$ cat src/tpd_pkg.sv
// constants and types shared by the totem-pole drive sequencer
package tpd_pkg;
  localparam int unsigned CLK_HZ = 10000000;
  localparam int unsigned CLK_NS = 100;
  localparam int unsigned CHARGE_MAX_MS = 300;
  localparam int unsigned CHARGE_RESTART_MS = 450;
  localparam int unsigned AC_LOSS_DELAY_MS = 128;
  localparam int unsigned SOFT_START_MS = 80;
  localparam int unsigned MIN_ON_NS = 100;
  localparam int unsigned DEAD_NS = 200;
  localparam int unsigned LINE_HI_HZ = 72;
  localparam int unsigned LINE_LO_HZ = 41;
  localparam int unsigned VALID_EDGES = 4;
  localparam int unsigned BOOST_DETECT_PCT = 95;
  localparam int unsigned BOOST_RECOVER_PCT = 98;
  localparam int unsigned CHARGE_MAX_CYC = CHARGE_MAX_MS * (CLK_HZ / 1000);
  localparam int unsigned CHARGE_RESTART_CYC = CHARGE_RESTART_MS * (CLK_HZ / 1000);
  localparam int unsigned AC_LOSS_DELAY_CYC = AC_LOSS_DELAY_MS * (CLK_HZ / 1000);
  localparam int unsigned SOFT_START_CYC = SOFT_START_MS * (CLK_HZ / 1000);
  localparam int unsigned MIN_ON_CYC = (MIN_ON_NS + CLK_NS - 1) / CLK_NS;
  localparam int unsigned DEAD_CYC = (DEAD_NS + CLK_NS - 1) / CLK_NS;
  // half-period bounds in cycles of one polarity interval
  localparam int unsigned HALF_MIN_CYC = CLK_HZ / (2 * LINE_HI_HZ);
  localparam int unsigned HALF_MAX_CYC = CLK_HZ / (2 * LINE_LO_HZ);
  localparam int unsigned DATA_W = 12;
  localparam int unsigned REF_W = 12;
  localparam logic [11:0] REF_FULL = 12'hFFF;
  typedef enum logic [2:0] {
    TPD_SUP_IDLE, TPD_SUP_START, TPD_SUP_RUN, TPD_SUP_RECHG, TPD_SUP_COOL, TPD_SUP_XWAIT,
    TPD_SUP_XDIS, TPD_SUP_OFF
  } tpd_sup_t;
endpackage

$ cat src/tpd_line_mon.sv
// line polarity qualifier: four in-range polarity edges then a rising edge
`timescale 1ns/1ps
module tpd_line_mon #(
  parameter int unsigned HALF_MIN = tpd_pkg::HALF_MIN_CYC,
  parameter int unsigned HALF_MAX = tpd_pkg::HALF_MAX_CYC
) (
  input wire logic mclk_i,
  input wire logic sys_rst_i,
  input wire logic clk_en_i,
  input wire logic pol_i,
  output logic line_ok_o,
  output logic pol_rise_o
);
  logic pol_q;
  logic pol_d;
  logic [20:0] per_q;
  logic [20:0] per_d;
  logic [2:0] cnt_q;
  logic [2:0] cnt_d;
  logic edge_w;
  logic inrange_w;

  assign edge_w = pol_i ^ pol_q;
  assign inrange_w = (per_q >= 21'(HALF_MIN)) && (per_q <= 21'(HALF_MAX));
  assign pol_rise_o = pol_i & ~pol_q;
  assign line_ok_o = (cnt_q >= 3'(tpd_pkg::VALID_EDGES));

  always_comb
  begin
    pol_d = pol_i;
    per_d = per_q;
    cnt_d = cnt_q;
    if (edge_w)
    begin
      per_d = 21'h000001;
      if (inrange_w)
      begin
        if (cnt_q < 3'(tpd_pkg::VALID_EDGES))
          cnt_d = cnt_q + 3'h1;
      end
      else
        cnt_d = 3'h0;
    end
    else if (per_q < 21'(HALF_MAX + 1))
      per_d = per_q + 21'h000001;
    else
      cnt_d = 3'h0;
  end

  always_ff @(posedge mclk_i)
  begin
    if (sys_rst_i)
    begin
      pol_q <= 1'b0;
      per_q <= 21'h000000;
      cnt_q <= 3'h0;
    end
    else if (clk_en_i)
    begin
      pol_q <= pol_d;
      per_q <= per_d;
      cnt_q <= cnt_d;
    end
  end

  AST_EDGE_RESET: assert property (@(posedge mclk_i) disable iff (sys_rst_i)
    clk_en_i && edge_w && !inrange_w |=> cnt_q == 3'h0)
    else $error("out of range edge did not clear count");
endmodule

$ cat src/tpd_top.sv
// totem-pole drive sequencer: supply start-up, discharge, start gating, on-time, legs
`timescale 1ns/1ps
module tpd_top #(
  parameter int unsigned CHARGE_MAX = tpd_pkg::CHARGE_MAX_CYC,
  parameter int unsigned CHARGE_RESTART = tpd_pkg::CHARGE_RESTART_CYC,
  parameter int unsigned AC_LOSS_DELAY = tpd_pkg::AC_LOSS_DELAY_CYC,
  parameter int unsigned SOFT_START = tpd_pkg::SOFT_START_CYC,
  parameter int unsigned HALF_MIN = tpd_pkg::HALF_MIN_CYC,
  parameter int unsigned HALF_MAX = tpd_pkg::HALF_MAX_CYC
) (
  input wire logic mclk_i,
  input wire logic sys_rst_i,
  input wire logic clk_en_i,
  input wire logic hv_start_i,
  input wire logic above_boost_i,
  input wire logic above_release_i,
  input wire logic above_rechg_low_i,
  input wire logic above_rechg_high_i,
  input wire logic above_stop_i,
  input wire logic ac_loss_i,
  input wire logic brownout_ok_i,
  input wire logic polarity_i,
  input wire logic valley_i,
  input wire logic sync_load_i,
  input wire logic [11:0] comp_i,
  input wire logic [11:0] limit_i,
  input wire logic [11:0] fb_i,
  output logic fast_low_drive_o,
  output logic fast_high_drive_o,
  output logic slow_low_drive_o,
  output logic slow_high_drive_o,
  output logic charger_en_o,
  output logic charge_boost_o,
  output logic xcap_drain_o,
  output logic switching_o,
  output logic [11:0] vref_o,
  output logic undershoot_gain_boost_o,
  output logic halted_o
);
  // two-flop synchronisers for all single-bit comparator and pin inputs; comp_i, limit_i and fb_i are used unsynchronised
  localparam int unsigned NS = 14;
  logic [NS-1:0] s1_q;
  logic [NS-1:0] s2_q;
  logic [NS-1:0] raw_w;
  assign raw_w = {hv_start_i, above_boost_i, above_release_i, above_rechg_low_i,
                  above_rechg_high_i, above_stop_i, ac_loss_i, brownout_ok_i,
                  polarity_i, valley_i, sync_load_i, 3'h0};
  always_ff @(posedge mclk_i)
  begin
    if (sys_rst_i)
    begin
      s1_q <= '0;
      s2_q <= '0;
    end
    else if (clk_en_i)
    begin
      s1_q <= raw_w;
      s2_q <= s1_q;
    end
  end
  logic hv_w, boost_w, rel_w, rlo_w, rhi_w, stp_w, loss_w, bo_w, pol_w, val_w, sl_w;
  assign {hv_w, boost_w, rel_w, rlo_w, rhi_w, stp_w, loss_w, bo_w, pol_w, val_w, sl_w} =
         s2_q[NS-1:3];

  // supply sequencer
  tpd_pkg::tpd_sup_t st_q;
  tpd_pkg::tpd_sup_t st_d;
  logic [23:0] tmr_q;
  logic [23:0] tmr_d;
  logic [23:0] chg_q;
  logic [23:0] chg_d;
  logic released_q;
  logic released_d;
  always_comb
  begin
    st_d = st_q;
    tmr_d = tmr_q + 24'h000001;
    chg_d = chg_q;
    released_d = released_q;
    unique case (st_q)
      tpd_pkg::TPD_SUP_IDLE:
      begin
        tmr_d = 24'h000000;
        chg_d = 24'h000000;
        if (hv_w)
          st_d = tpd_pkg::TPD_SUP_START;
      end
      tpd_pkg::TPD_SUP_START, tpd_pkg::TPD_SUP_RECHG:
      begin
        chg_d = chg_q + 24'h000001;
        if (chg_q >= 24'(CHARGE_MAX - 1))
        begin
          st_d = tpd_pkg::TPD_SUP_COOL;
          tmr_d = 24'h000000;
        end
        else if (st_q == tpd_pkg::TPD_SUP_START && rel_w)
        begin
          st_d = tpd_pkg::TPD_SUP_RUN;
          released_d = 1'b1;
        end
        else if (st_q == tpd_pkg::TPD_SUP_RECHG && rhi_w)
          st_d = tpd_pkg::TPD_SUP_RUN;
      end
      tpd_pkg::TPD_SUP_RUN:
      begin
        chg_d = 24'h000000;
        tmr_d = 24'h000000;
        if (loss_w)
          st_d = tpd_pkg::TPD_SUP_XWAIT;
        else if (!rlo_w)
          st_d = tpd_pkg::TPD_SUP_RECHG;
      end
      tpd_pkg::TPD_SUP_COOL:
      begin
        if (tmr_q >= 24'(CHARGE_RESTART - 1))
        begin
          st_d = released_q ? tpd_pkg::TPD_SUP_RECHG : tpd_pkg::TPD_SUP_START;
          chg_d = 24'h000000;
        end
      end
      tpd_pkg::TPD_SUP_XWAIT:
      begin
        if (!loss_w)
          st_d = tpd_pkg::TPD_SUP_RUN;
        else if (tmr_q >= 24'(AC_LOSS_DELAY - 1))
          st_d = tpd_pkg::TPD_SUP_XDIS;
      end
      tpd_pkg::TPD_SUP_XDIS:
      begin
        if (!stp_w)
          st_d = tpd_pkg::TPD_SUP_OFF;
        else if (!rlo_w)
          chg_d = 24'h000001;
        else if (rhi_w)
          chg_d = 24'h000000;
      end
      tpd_pkg::TPD_SUP_OFF:
        st_d = tpd_pkg::TPD_SUP_OFF;
    endcase
  end
  always_ff @(posedge mclk_i)
  begin
    if (sys_rst_i)
    begin
      st_q <= tpd_pkg::TPD_SUP_IDLE;
      tmr_q <= 24'h000000;
      chg_q <= 24'h000000;
      released_q <= 1'b0;
    end
    else if (clk_en_i)
    begin
      st_q <= st_d;
      tmr_q <= tmr_d;
      chg_q <= chg_d;
      released_q <= released_d;
    end
  end
  logic charging_w;
  assign charging_w = (st_q == tpd_pkg::TPD_SUP_START) || (st_q == tpd_pkg::TPD_SUP_RECHG) ||
                      (st_q == tpd_pkg::TPD_SUP_XDIS && chg_q != 24'h000000);
  assign charger_en_o = charging_w;
  assign charge_boost_o = charging_w && boost_w;
  assign xcap_drain_o = (st_q == tpd_pkg::TPD_SUP_XDIS) && (chg_q == 24'h000000);
  assign halted_o = (st_q == tpd_pkg::TPD_SUP_OFF);

  // start gating and soft-start
  logic line_ok_w;
  logic pol_rise_w;
  tpd_line_mon #(.HALF_MIN(HALF_MIN), .HALF_MAX(HALF_MAX)) u_line (
    .mclk_i(mclk_i),
    .sys_rst_i(sys_rst_i),
    .clk_en_i(clk_en_i),
    .pol_i(pol_w),
    .line_ok_o(line_ok_w),
    .pol_rise_o(pol_rise_w)
  );
  logic sw_q;
  logic sw_d;
  logic [23:0] ss_q;
  logic [23:0] ss_d;
  logic [11:0] ref_q;
  logic [11:0] ref_d;
  logic run_ok_w;
  // no switching while the supply is being drained
  assign run_ok_w = bo_w && released_q && !halted_o && !loss_w &&
                    (st_q != tpd_pkg::TPD_SUP_XDIS);
  always_comb
  begin
    sw_d = sw_q;
    ss_d = ss_q;
    ref_d = ref_q;
    if (!run_ok_w)
    begin
      sw_d = 1'b0;
      ss_d = 24'h000000;
      ref_d = 12'h000;
    end
    else if (!sw_q)
    begin
      if (line_ok_w && pol_rise_w)
        sw_d = 1'b1;
    end
    else if (ss_q < 24'(SOFT_START))
    begin
      ss_d = ss_q + 24'h000001;
      ref_d = 12'((ss_d * 36'(tpd_pkg::REF_FULL)) / 36'(SOFT_START));
    end
  end
  always_ff @(posedge mclk_i)
  begin
    if (sys_rst_i)
    begin
      sw_q <= 1'b0;
      ss_q <= 24'h000000;
      ref_q <= 12'h000;
    end
    else if (clk_en_i)
    begin
      sw_q <= sw_d;
      ss_q <= ss_d;
      ref_q <= ref_d;
    end
  end
  assign switching_o = sw_q;
  assign vref_o = ref_q;

  // undershoot gain boost with hysteresis
  logic gb_q;
  logic gb_d;
  logic [19:0] fb100_w;
  logic [19:0] lo_w;
  logic [19:0] hi_w;
  assign fb100_w = 20'(fb_i) * 20'd100;
  assign lo_w = 20'(ref_q) * 20'(tpd_pkg::BOOST_DETECT_PCT);
  assign hi_w = 20'(ref_q) * 20'(tpd_pkg::BOOST_RECOVER_PCT);
  always_comb
  begin
    gb_d = gb_q;
    if (fb100_w < lo_w)
      gb_d = 1'b1;
    else if (fb100_w >= hi_w)
      gb_d = 1'b0;
  end
  always_ff @(posedge mclk_i)
  begin
    if (sys_rst_i)
      gb_q <= 1'b0;
    else if (clk_en_i)
      gb_q <= gb_d;
  end
  assign undershoot_gain_boost_o = gb_q;

  // on-time: limited comp against sawtooth ramp, valley start, min width, dead time
  logic [11:0] lim_w;
  assign lim_w = (comp_i < limit_i) ? comp_i : limit_i;
  logic on_q;
  logic on_d;
  logic sync_q;
  logic sync_d;
  logic [11:0] ramp_q;
  logic [11:0] ramp_d;
  logic [3:0] dt_q;
  logic [3:0] dt_d;
  logic pol_q;
  logic pol_d;
  always_comb
  begin
    on_d = on_q;
    sync_d = 1'b0;
    ramp_d = ramp_q;
    dt_d = (dt_q != 4'h0) ? dt_q - 4'h1 : 4'h0;
    // polarity latched only while a main pulse runs
    pol_d = on_q ? pol_q : pol_w;
    if (!sw_q)
    begin
      on_d = 1'b0;
      ramp_d = 12'h000;
      pol_d = pol_w;
    end
    else if (on_q)
    begin
      ramp_d = ramp_q + 12'h001;
      if (ramp_q >= 12'(tpd_pkg::MIN_ON_CYC) && ramp_q >= lim_w)
      begin
        on_d = 1'b0;
        dt_d = 4'(tpd_pkg::DEAD_CYC);
      end
    end
    else if (dt_q == 4'h0 && val_w && !sync_q)
    begin
      on_d = 1'b1;
      ramp_d = 12'h000;
      pol_d = pol_w;
    end
    else if (dt_q == 4'h0 && !val_w && sl_w)
      sync_d = 1'b1;
    // leg swap: drop sync and wait out the dead time
    if (!on_q && pol_w != pol_q)
    begin
      sync_d = 1'b0;
      dt_d = 4'(tpd_pkg::DEAD_CYC);
    end
  end
  always_ff @(posedge mclk_i)
  begin
    if (sys_rst_i)
    begin
      on_q <= 1'b0;
      sync_q <= 1'b0;
      ramp_q <= 12'h000;
      dt_q <= 4'h0;
      pol_q <= 1'b0;
    end
    else if (clk_en_i)
    begin
      on_q <= on_d;
      sync_q <= sync_d && !on_d;
      ramp_q <= ramp_d;
      dt_q <= dt_d;
      pol_q <= pol_d;
    end
  end
  // outputs registered through leg mapping
  logic fl_q, fh_q, sll_q, slh_q;
  always_ff @(posedge mclk_i)
  begin
    if (sys_rst_i)
    begin
      fl_q <= 1'b0;
      fh_q <= 1'b0;
      sll_q <= 1'b0;
      slh_q <= 1'b0;
    end
    else if (clk_en_i)
    begin
      fl_q <= pol_q ? on_q : sync_q;
      fh_q <= pol_q ? sync_q : on_q;
      sll_q <= sw_q && pol_q;
      slh_q <= sw_q && !pol_q;
    end
  end
  assign fast_low_drive_o = fl_q;
  assign fast_high_drive_o = fh_q;
  assign slow_low_drive_o = sll_q;
  assign slow_high_drive_o = slh_q;

  AST_NO_SHOOT: assert property (@(posedge mclk_i) disable iff (sys_rst_i)
    !(fast_low_drive_o && fast_high_drive_o))
    else $error("both fast drives high");
  AST_SLOW_POS: assert property (@(posedge mclk_i) disable iff (sys_rst_i)
    clk_en_i && sw_q && pol_q |=> slow_low_drive_o && !slow_high_drive_o)
    else $error("slow leg wrong in positive half");
  AST_SLOW_NEG: assert property (@(posedge mclk_i) disable iff (sys_rst_i)
    clk_en_i && sw_q && !pol_q |=> slow_high_drive_o && !slow_low_drive_o)
    else $error("slow leg wrong in negative half");
  AST_MAIN_POS: assert property (@(posedge mclk_i) disable iff (sys_rst_i)
    clk_en_i && on_q && pol_q |=> fast_low_drive_o)
    else $error("main pulse missing on low drive");
  AST_MIN_ON: assert property (@(posedge mclk_i) disable iff (sys_rst_i)
    $fell(on_q) |-> !$past(sw_q) || $past(ramp_q) >= 12'(tpd_pkg::MIN_ON_CYC))
    else $error("on pulse below minimum");
  AST_OFF_STOP: assert property (@(posedge mclk_i) disable iff (sys_rst_i)
    halted_o |-> !charger_en_o && !switching_o)
    else $error("activity after stop");
  AST_SYNC_LOAD: assert property (@(posedge mclk_i) disable iff (sys_rst_i)
    clk_en_i && sync_q |-> $past(sl_w))
    else $error("sync pulse without load");
  AST_START_GATE: assert property (@(posedge mclk_i) disable iff (sys_rst_i)
    clk_en_i && $rose(sw_q) |-> $past(line_ok_w) && $past(pol_rise_w))
    else $error("switching started without qualification");
  AST_CHG_MAX: assert property (@(posedge mclk_i) disable iff (sys_rst_i)
    chg_q <= 24'(CHARGE_MAX))
    else $error("charge time exceeded");
  AST_BOOST_SET: assert property (@(posedge mclk_i) disable iff (sys_rst_i)
    clk_en_i && fb100_w < lo_w |=> undershoot_gain_boost_o)
    else $error("gain boost not engaged");
endmodule

$ cat config.mk
export PLATFORM = sky130hd
export DESIGN_NAME = tpd_top
export DESIGN_NICKNAME = d
export VERILOG_FILES = /design/src/tpd_pkg.sv /design/src/tpd_line_mon.sv /design/src/tpd_top.sv
export SDC_FILE = /design/constraint.sdc
export NUM_CORES = 1
export LEC_CHECK = 0
export BUFFER_PORTS_ARGS = -buffer_cell sky130_fd_sc_hd__buf_4
export CORE_MARGIN = 2
export CORE_UTILIZATION = 35
export DETAILED_ROUTE_END_ITERATION = 8
export GPL_ROUTABILITY_DRIVEN = 0
export PLACE_DENSITY_LB_ADDON = 0.3
export SYNTH_ARGS = -nofsm -noshare
export SYNTH_HDL_FRONTEND = slang
export SYNTH_SLANG_ARGS = --single-unit
$ cat constraint.sdc
create_clock -name mclk_i -period 29 [get_ports mclk_i]
set_input_delay 4.35 -clock mclk_i [delete_from_list [all_inputs] [get_ports mclk_i]]
set_output_delay 4.35 -clock mclk_i [all_outputs]
set_load 0.005 [all_outputs]
# == After elaboration in Yosys (flattened, before gate mapping) ==
# Index checks and enable logic that the tools add are counted.
# totals
in_bits,50
ff_bits,160
out_inout_bits,22
# classes
n_eq_ne,22
n_mul,4
n_bitwise,4
n_addsub,7
mux,60
div,1
reduce_logical,47
order_cmp,14
# ops
cell,count
2-to-1 mux 24 bit,8
one-hot mux 24 bit (4 select lines),1
2-to-1 mux 12 bit,7
"adder 24 x 1 -> 24 bit, second input constant",3
one-hot mux 24 bit (2 select lines),1
2-to-1 mux 21 bit,2
2-to-1 mux 3 bit,14
"divider 36 x 20 -> 36 bit, second input constant",1
"multiplier 24 x 12 -> 36 bit, second input constant",1
"greater-or-equal comparator 24 x 21 -> 1 bit, second input constant",1
"greater-or-equal comparator 24 x 22 -> 1 bit, second input constant",1
"greater-or-equal comparator 24 x 23 -> 1 bit, second input constant",1
zero test 24 bit,1
"< comparator 24 x 20 -> 1 bit, second input constant",1
nonzero test 24 bit,1
"adder 21 x 1 -> 21 bit, second input constant",1
"greater-or-equal comparator 21 x 17 -> 1 bit, second input constant",1
"<= comparator 21 x 17 -> 1 bit, second input constant",1
"< comparator 21 x 17 -> 1 bit, second input constant",1
one-hot mux 3 bit (7 select lines),1
logical AND 1 bit,20
2-to-1 mux 1 bit,20
2-to-1 mux 4 bit,5
greater-or-equal comparator 19 bit,1
other kinds (37),64

# == Depth between registers and ports, before layout ==
# Gate-level depths: netlist (run 1).
# depth
depth_word,9
depth_mapped,95
ltp_nobuf,80

# == Modules after synthesis ==
# A second synthesis (run 1) with hierarchy kept.
# hier_totals
cells_unflattened,3552
area_unflattened_um2,27959.3
# modules_own_cells
module,instances,cells_per_inst,seq_area_each_um2,area_each_um2
tpd_top,1,3393,2702.6,26611.8
tpd_line_mon,1,159,500.5,1347.5

# == Least setup slack after synthesis (run 1) ==
# No wires, ideal clock.
# synth_timing
path_kind,reg2reg
startpoint,register ss_q[6]
endpoint,"register ref_q[0], in the netlist vref_o[0]"
slack_ps,6599
required_time_ps,28875
path_buffers,6
arrival_ps,22276
setup_ps,125
stages_incl_launch_ff,84
period_less_slack_ps,22401
cell_sequence,dfxtp_1 > clkbuf_1 > nand3_1 > nor4_1 > nand2_1 > nor2_1 > and3_1 > and3_1 > xor2_1 > inv_1 > fa_1 > fa_1 > fa_1 > fa_1 > inv_1 > fa_1 > inv_1 > ha_1 > (+48 left out) > nor3b_2 > xor2_1 > nor4b_4 > o21ai_4 > mux2i_1 > or3_1 > a21oi_2 > o21ba_2 > a211oi_4 > or4_1 > maj3_2 > nor2_1 > xnor2_1 > a21oi_1 > a21oi_2 > mux2i_1 > mux2i_1 > o41a_1
# synth_between
elab_chain_len,6
elab_cells_between_ends,9
cone_classes,add/sub (1); mul (1); div (1); order compare (1); eq/ne (1); mux (3); reduce/logical (1)
# synth_rtl
element,line,source
from (decl),tpd_top.sv:179,logic [23:0] ss_q;
from (signal assigned),tpd_top.sv:220,ss_q <= ss_d;
adder 24 x 1 -> 24 bit,tpd_top.sv:205,ss_d = ss_q + 24'h000001;
multiplier 24 x 12 -> 36 bit,tpd_top.sv:206,ref_d = 12'((ss_d * 36'(tpd_pkg::REF_FULL)) / 36'(SOFT_START));
divider 36 x 20 -> 36 bit,tpd_top.sv:206,
2-to-1 mux 12 bit,tpd_top.sv:203,else if (ss_q < 24'(SOFT_START))
2-to-1 mux 12 bit,tpd_top.sv:198,else if (!sw_q)
2-to-1 mux 12 bit,tpd_top.sv:192,if (!run_ok_w)
to (signal assigned),tpd_top.sv:221,ref_q <= ref_d;
to (decl),tpd_top.sv:181,logic [11:0] ref_q;
# Parallel ways exist; a longest one is shown, timed or not. The select of a mux whose other input is x is not followed.
# A chain may end at the register's enable or synchronous reset.

# == Worst setup path in the final report (run 1) ==
# layout_timing
startpoint,register ss_q[2]
endpoint,"register ref_q[0], in the netlist vref_o[0]"
# The elaborated chain is that of the path after synthesis.

==> metrics.txt, run 1 <==
Final Max Slew Viols 0; Clock H-tree levels 4; grt met2 use 0.283; WHS 0.467 ns; Max-cap violations 0; Final Critical Period 26.81 ns; status finished, final reports clean; Synth Instances 3481; # port buffers 71; hold path start slow_low_drive_o; largest net degree at the start of global routing 64; Placement Cell Area 28900 µm²; Mapped Area 27400 µm²; register area share after synthesis 0.117; Yosys top cell by area fa_1; post-route cell area 29600 µm²; Req. time, crit path 29.34 ns; Commonest cells post-synth 402 x inv_1, 309 x nor2_1, 262 x ha_1, 225 x a21oi_1, 221 x nand2_1; Syn Nets 3987; Top Ports 72; main combinational cell family by area after synthesis adder cells; Synth-to-Final Area Change 7.91%; CP max stage delay 0.64 ns; Initial Utilization 0.354; # DRC 0; clock tree buffer depth 2; most frequent cell on the critical path a21oi_1; Hold Buf Count CTS 0; CTS sink cnt 160; drt first pass iters 5; XOR/XNOR share of the synthesized area 0.0860; routed via count 24558; prevailing post-synth register cell dfxtp_1; DR iter-0 viols 1584; vias in the first global route 23155; peak supply drop 0.0410 mV; Tcrit/Tclk final 0.924; Ys Warns 0; post-synthesis register bit count 160; worst min path class flop to flop; syn avg cell area 7.88 µm²; clock tree root driver cell clkbuf_16; sequential cell area 3200 µm²; Synth top area share 0.142; worst-case clock skew 0.0120 ns; FF-to-FF path depth 78; GR Layer Usage met1 0.236; Static Leak 13.2 nW; mux contribution to synthesized area 0.0348; power density over the cells 19.5 nW/µm²; nature of the critical path startpoint flop; Detailed Place HPWL 55600 µm; crit-path max FO 23; all-layer global routing usage 0.168; Clk Latency, worst-skew pair 0.46 ns; Adder-Cell Fraction of Synth Area 0.265; worst slack at placement 1.42 ns; core area 77600 µm²; GRT met3 Usage 0.0122; Psw 0.165 mW; Chip Width 284 µm; final WL 68800 µm; Int Power 0.413 mW; Synth area leaders fa_1 14%, ha_1 12%, dfxtp_1 12%, inv_1 5.5%, xnor2_1 4.9%; hold depth 2; clock power share 0.422; fill count 8145; area taken by multi-input logic gates 22300 µm²; Hold Path End slow_low_drive_o; FFs w/ async S/R, synth 0; Critical Path AT 27.15 ns; Yosys cell types 123; Setup-failing EPs final 0; Final #Nets 3981; TritonCTS clock tree done; Comb pwr share 0.189; Post-synth EDFFs 0; leading cell type by number of instances after synthesis inv_1; Synth Area in Compound Gates 0.228; Worst-path clk slew 0.07 ns; clock buffer count from CTS 17; antenna cells 0; Via density 5.42; grt total ovfl 0; Die Y-Extent 284 µm; post-synthesis simple-gate area fraction 0.196; setup ws final 2.19 ns; r2r endpoint vref_o[0]; first-pass GRT wire length 116000 µm; r2r setup slk 2.19 ns; Site Rows 102; WS Path Type flop to flop; antenna violations before repair 0; CP max stage cell nor4_4; Tightest Pin Transition 1.10 ns; total design power 0.578 mW; share of layout cells above drive strength 1 0.0697; CP endpoint kind flop; post-layout util 0.382; drt wl/cell 15.2 µm; worst r2r src ss_q[2]; Sw Ratio 0.285; peak-usage layer in the global routing report met2; Fin. Hold Viols 0; post-route ant nets 0; fmax 37.3 MHz; sequential power share 0.389; Rel. slew slack 0.263; die area 80600 µm²
## registers in the layout, summed over array words and instances, names as in the netlist, named ones only
name,cells
chg_q,24
dt_q,4
fast_high_drive_o,1
fast_low_drive_o,1
on_q,1
ramp_q,12
released_q,1
s1_q,11
s2_q,11
slow_high_drive_o,1
slow_low_drive_o,1
ss_q,24
st_q,3
switching_o,1
sync_q,1
tmr_q,24
u_line.cnt_q,3
u_line.per_q,21
u_line.pol_q,1
undershoot_gain_boost_o,1
vref_o,12
## how the worst max path moves through the flow
stage,to,cells after the start,start
after global routing,vref_o[0],78,ss_q[2]
final,vref_o[0],78,ss_q[2]
after global placement,vref_o[0],76,ss_q[2]
after detailed placement,vref_o[0],77,ss_q[2]
after CTS,vref_o[0],77,ss_q[2]
after floorplan,vref_o[0],83,ss_q[6]
## kinds of logic (layout without fill, tap and decap cells)
family,Yosys count,after routing
buffers and inverters,521,527
DFF,160,160
and+or+nand+nor,1071,1071
muxes,93,93
adders and majority gates,467,467
xor gates and xnor gates,266,266
AOI/OAI and AO/OA,903,903
## power groups by stage
stage	sequential, mW	clock [mW]	combinational (mW)
after floorplan	0.229	0	0.0827
after global placement	0.230	0	0.109
after detailed placement	0.230	0	0.111
after CTS	0.225	0.251	0.112
after global routing	0.225	0.258	0.130
final	0.225	0.244	0.109
## worst max-delay path: cells and delay by family, from the launching register on
| kind | cells | cell delay (ns) |
|---|---|---|
| AO/OA/AOI/OAI | 33 | 11.16 |
| AND/OR/NAND/NOR | 23 | 7.83 |
| adder cells (fa/ha/maj) | 7 | 3.44 |
| multiplexers | 7 | 1.84 |
| XOR/XNOR | 4 | 1.42 |
| buffers and inverters | 4 | 0.54 |
| flip-flops | 1 | 0.44 |
## layout make-up
cell class | count | area share
flip-flops and latches | 160 | 0.108
well taps | 1040 | 0.0439
multi-input cells | 2800 | 0.752
clock inverters | 13 | 0.00600
clock buffers | 18 | 0.0148
repair buffers | 94 | 0.0238
inverters | 402 | 0.0510
## placed cells by master, fill, tap and decap left out, drive strengths merged, types with 37 or more instances in the layout
cell	Yosys	routed
nand2	223	223
buf	28	94
a21o	42	42
o21ai	190	190
a22oi	38	38
xnor2	154	154
and3	46	46
a211oi	49	49
a31oi	41	41
nand3	114	114
nor4	37	37
mux2i	82	82
ha	262	262
o211ai	39	39
nor2	312	312
fa	194	194
inv	402	408
a21oi	230	230
nor3	77	77
dfxtp	160	160
nand2b	41	41
xor2	112	112
## per-layer routing
| metal | vias up | part of all wire |
|---|---|---|
| met3 | 55 | 0.033 |
| met5 | - | 0 |
| met1 | 11709 | 0.48 |
| met2 | 440 | 0.47 |
| li1 | 12354 | - |
| met4 | 0 | 0.012 |
## metrics by stage
step,setup TNS [ns],std cells
global placement,0,4494
detailed placement,0,4494
global route,-0.00397,4527
finish,0,4527
CTS,0,4525
floorplan,0,3481
## what timing repair did
| action | 4_1_cts | 5_1_grt |
|---|---|---|
| gates resized for setup | 0 | 6 |
| endpoints found under the setup margin | 0 | 2 |
| buffers inserted | 0 | 2 |
No activity file was read; power rests on OpenSTA's default activity.
==> inputs of run 2 (changes only) <==
--- a/config.mk
+++ b/config.mk
@@ -10,6 +10,7 @@
 export CORE_UTILIZATION = 35
 export DETAILED_ROUTE_END_ITERATION = 8
 export GPL_ROUTABILITY_DRIVEN = 0
+export GPL_TIMING_DRIVEN = 0
 export PLACE_DENSITY_LB_ADDON = 0.3
 export SYNTH_ARGS = -nofsm -noshare
 export SYNTH_HDL_FRONTEND = slang
==> run 2 against run 1 <==
Net effect: fmax fell by 0.65%; combinational power barely moved; sequential power barely moved; cell count rose by 2.2%; critical path depth rose by 4; sequential share of layout area fell by 0.097 points; critical path type unchanged; critical endpoint unchanged; largest cell class unchanged; highest routed layer unchanged.
==> metrics.txt, run 2 (same netlist as run 1, synthesis figures left out) <==
vias in the first global route 23608; nature of the critical path startpoint flop; Clk Latency, worst-skew pair 0.44 ns; antenna violations before repair 1; DR iter-0 viols 1505; clock buffer count from CTS 17; sequential power share 0.395; crit-path max FO 10; most common cell after layout, fill and taps aside inv_1; status finished, final reports clean; CP max stage delay 0.64 ns; CP max stage cell fa_1; Static Leak 13.3 nW; Regs by FF count chg_q x24, ss_q x24, tmr_q x24; Chip Width 284 µm; worst min path class flop to flop; Sw Ratio 0.299; fmax 37.1 MHz; worst r2r src ss_q[6]; Psw 0.170 mW; Comb pwr share 0.195; clock tree buffer depth 2; largest net degree at the start of global routing 17; # DRC 0; CTS sink cnt 160; power density over the cells 19.0 nW/µm²; Top Ports 72; Post-CTS Setup Inserts 0; drt first pass iters 5; CP endpoint kind flop; final WL 70700 µm; r2r setup slk 2.01 ns; # port buffers 71; Synth-to-Final Area Change 8.88%; peak supply drop 0.0391 mV; Max-cap violations 0; Via density 5.40; Critical Path AT 27.31 ns; Final Max Slew Viols 0; Final #Nets 4077; Tcrit/Tclk final 0.931; Site Rows 102; Die Y-Extent 284 µm; WS Path Type flop to flop; Worst-path clk slew 0.07 ns; share of layout cells above drive strength 1 0.0664; r2r endpoint vref_o[0]; Rel. slew slack 0.278; Clock H-tree levels 4; TritonCTS clock tree done; post-route ant nets 0; Req. time, crit path 29.32 ns; drt wl/cell 15.3 µm; Final Critical Period 26.99 ns; WHS 0.463 ns; core area 77600 µm²; Tightest Pin Transition 1.06 ns; FF-to-FF path depth 82; Fin. Hold Viols 0; fill count 8180; clock tree root driver cell clkbuf_16; RSZ-0062 raised after global routing false; worst-case clock skew 0.0130 ns; Initial Utilization 0.354; most frequent cells in the layout 402 x inv_1, 309 x nor2_1, 262 x ha_1; grt total ovfl 0; Detailed Place HPWL 58100 µm; routed via count 24990; clock power share 0.410; Int Power 0.397 mW; total design power 0.567 mW; die area 80600 µm²; most frequent cell on the critical path fa_1; hold depth 2; all-layer global routing usage 0.172; first-pass GRT wire length 119000 µm; Setup-failing EPs final 0; total negative slack 0 ns; Hold Path End slow_high_drive_o; hold path start slow_high_drive_o
[run 2: power by group through the flow]
| stage | Clock, mW | Combinational, mW | Sequential [mW] |
|---|---|---|---|
| 3_3_place_gp | 0 | 0.111 | 0.229 |
| 2_1_floorplan | 0 | 0.0827 | 0.229 |
| 5_1_grt | 0.245 | 0.133 | 0.225 |
| 6_report | 0.232 | 0.110 | 0.224 |
| 4_1_cts | 0.237 | 0.113 | 0.224 |
| 3_5_place_dp | 0 | 0.112 | 0.229 |
[run 2: cell type report]
cell class                 instances  area [µm²]  share of cell area
multi-input combinational       2800       22300               0.745
sequential                       160        3200               0.107
inverter                         402        1510              0.0505
tap                             1040        1300              0.0436
timing repair buffer              71         533              0.0178
buffer                           119         493              0.0165
clock buffer                      18         439              0.0147
clock inverter                    14         144             0.00482
antenna                            1        2.50           0.0000838
[run 2: per-stage QoR]
| stage | std cells | util | area, µm² | setup slack [ns] |
|---|---|---|---|---|
| 5_1_grt | 4624 | 0.385 | 29900 | 0.130 |
| 3_5_place_dp | 4592 | 0.377 | 29300 | 1.87 |
| 4_1_cts | 4624 | 0.385 | 29900 | 1.76 |
| 6_report | 4625 | 0.385 | 29900 | 2.01 |
| 3_3_place_gp | 4592 | 0.377 | 29300 | 1.96 |
| 2_1_floorplan | 3481 | - | 27400 | 6.60 |
[run 2: critical path: cells and delay by family, from the launching register on]
kind,cells,cell delay (ns)
DFF,1,0.31
AOI/OAI and AO/OA,35,11.39
and+or+nand+nor,23,6.80
xor gates and xnor gates,3,1.40
muxes,5,1.50
buffers and inverters,9,1.83
adders and majority gates,7,3.60
[run 2: how the worst max path moves through the flow]
stage / startpoint / end / slack [ns] / cells after the start
after detailed placement: ss_q[6] / vref_o[0] / 1.87 / 80
final: ss_q[6] / vref_o[0] / 2.01 / 82
after global placement: ss_q[6] / vref_o[0] / 1.96 / 80
after global routing: ss_q[6] / vref_o[0] / 0.13 / 80
after floorplan: ss_q[6] / vref_o[0] / 6.60 / 83
after CTS: ss_q[6] / vref_o[0] / 1.76 / 80
[run 2: what timing repair did]
| item | in CTS | in global routing |
|---|---|---|
| endpoints found under the setup margin | 0 | 1 |
| hold buffers | 0 | 0 |
| gates resized for setup | 0 | 3 |
[run 2: layer usage]
metal	GRT usage	share of wire	up-vias
met5	0	0	-
met4	0.0279	0.011	0
met3	0.00981	0.028	38
met2	0.290	0.47	447
met1	0.247	0.49	11967
li1	-	-	12538
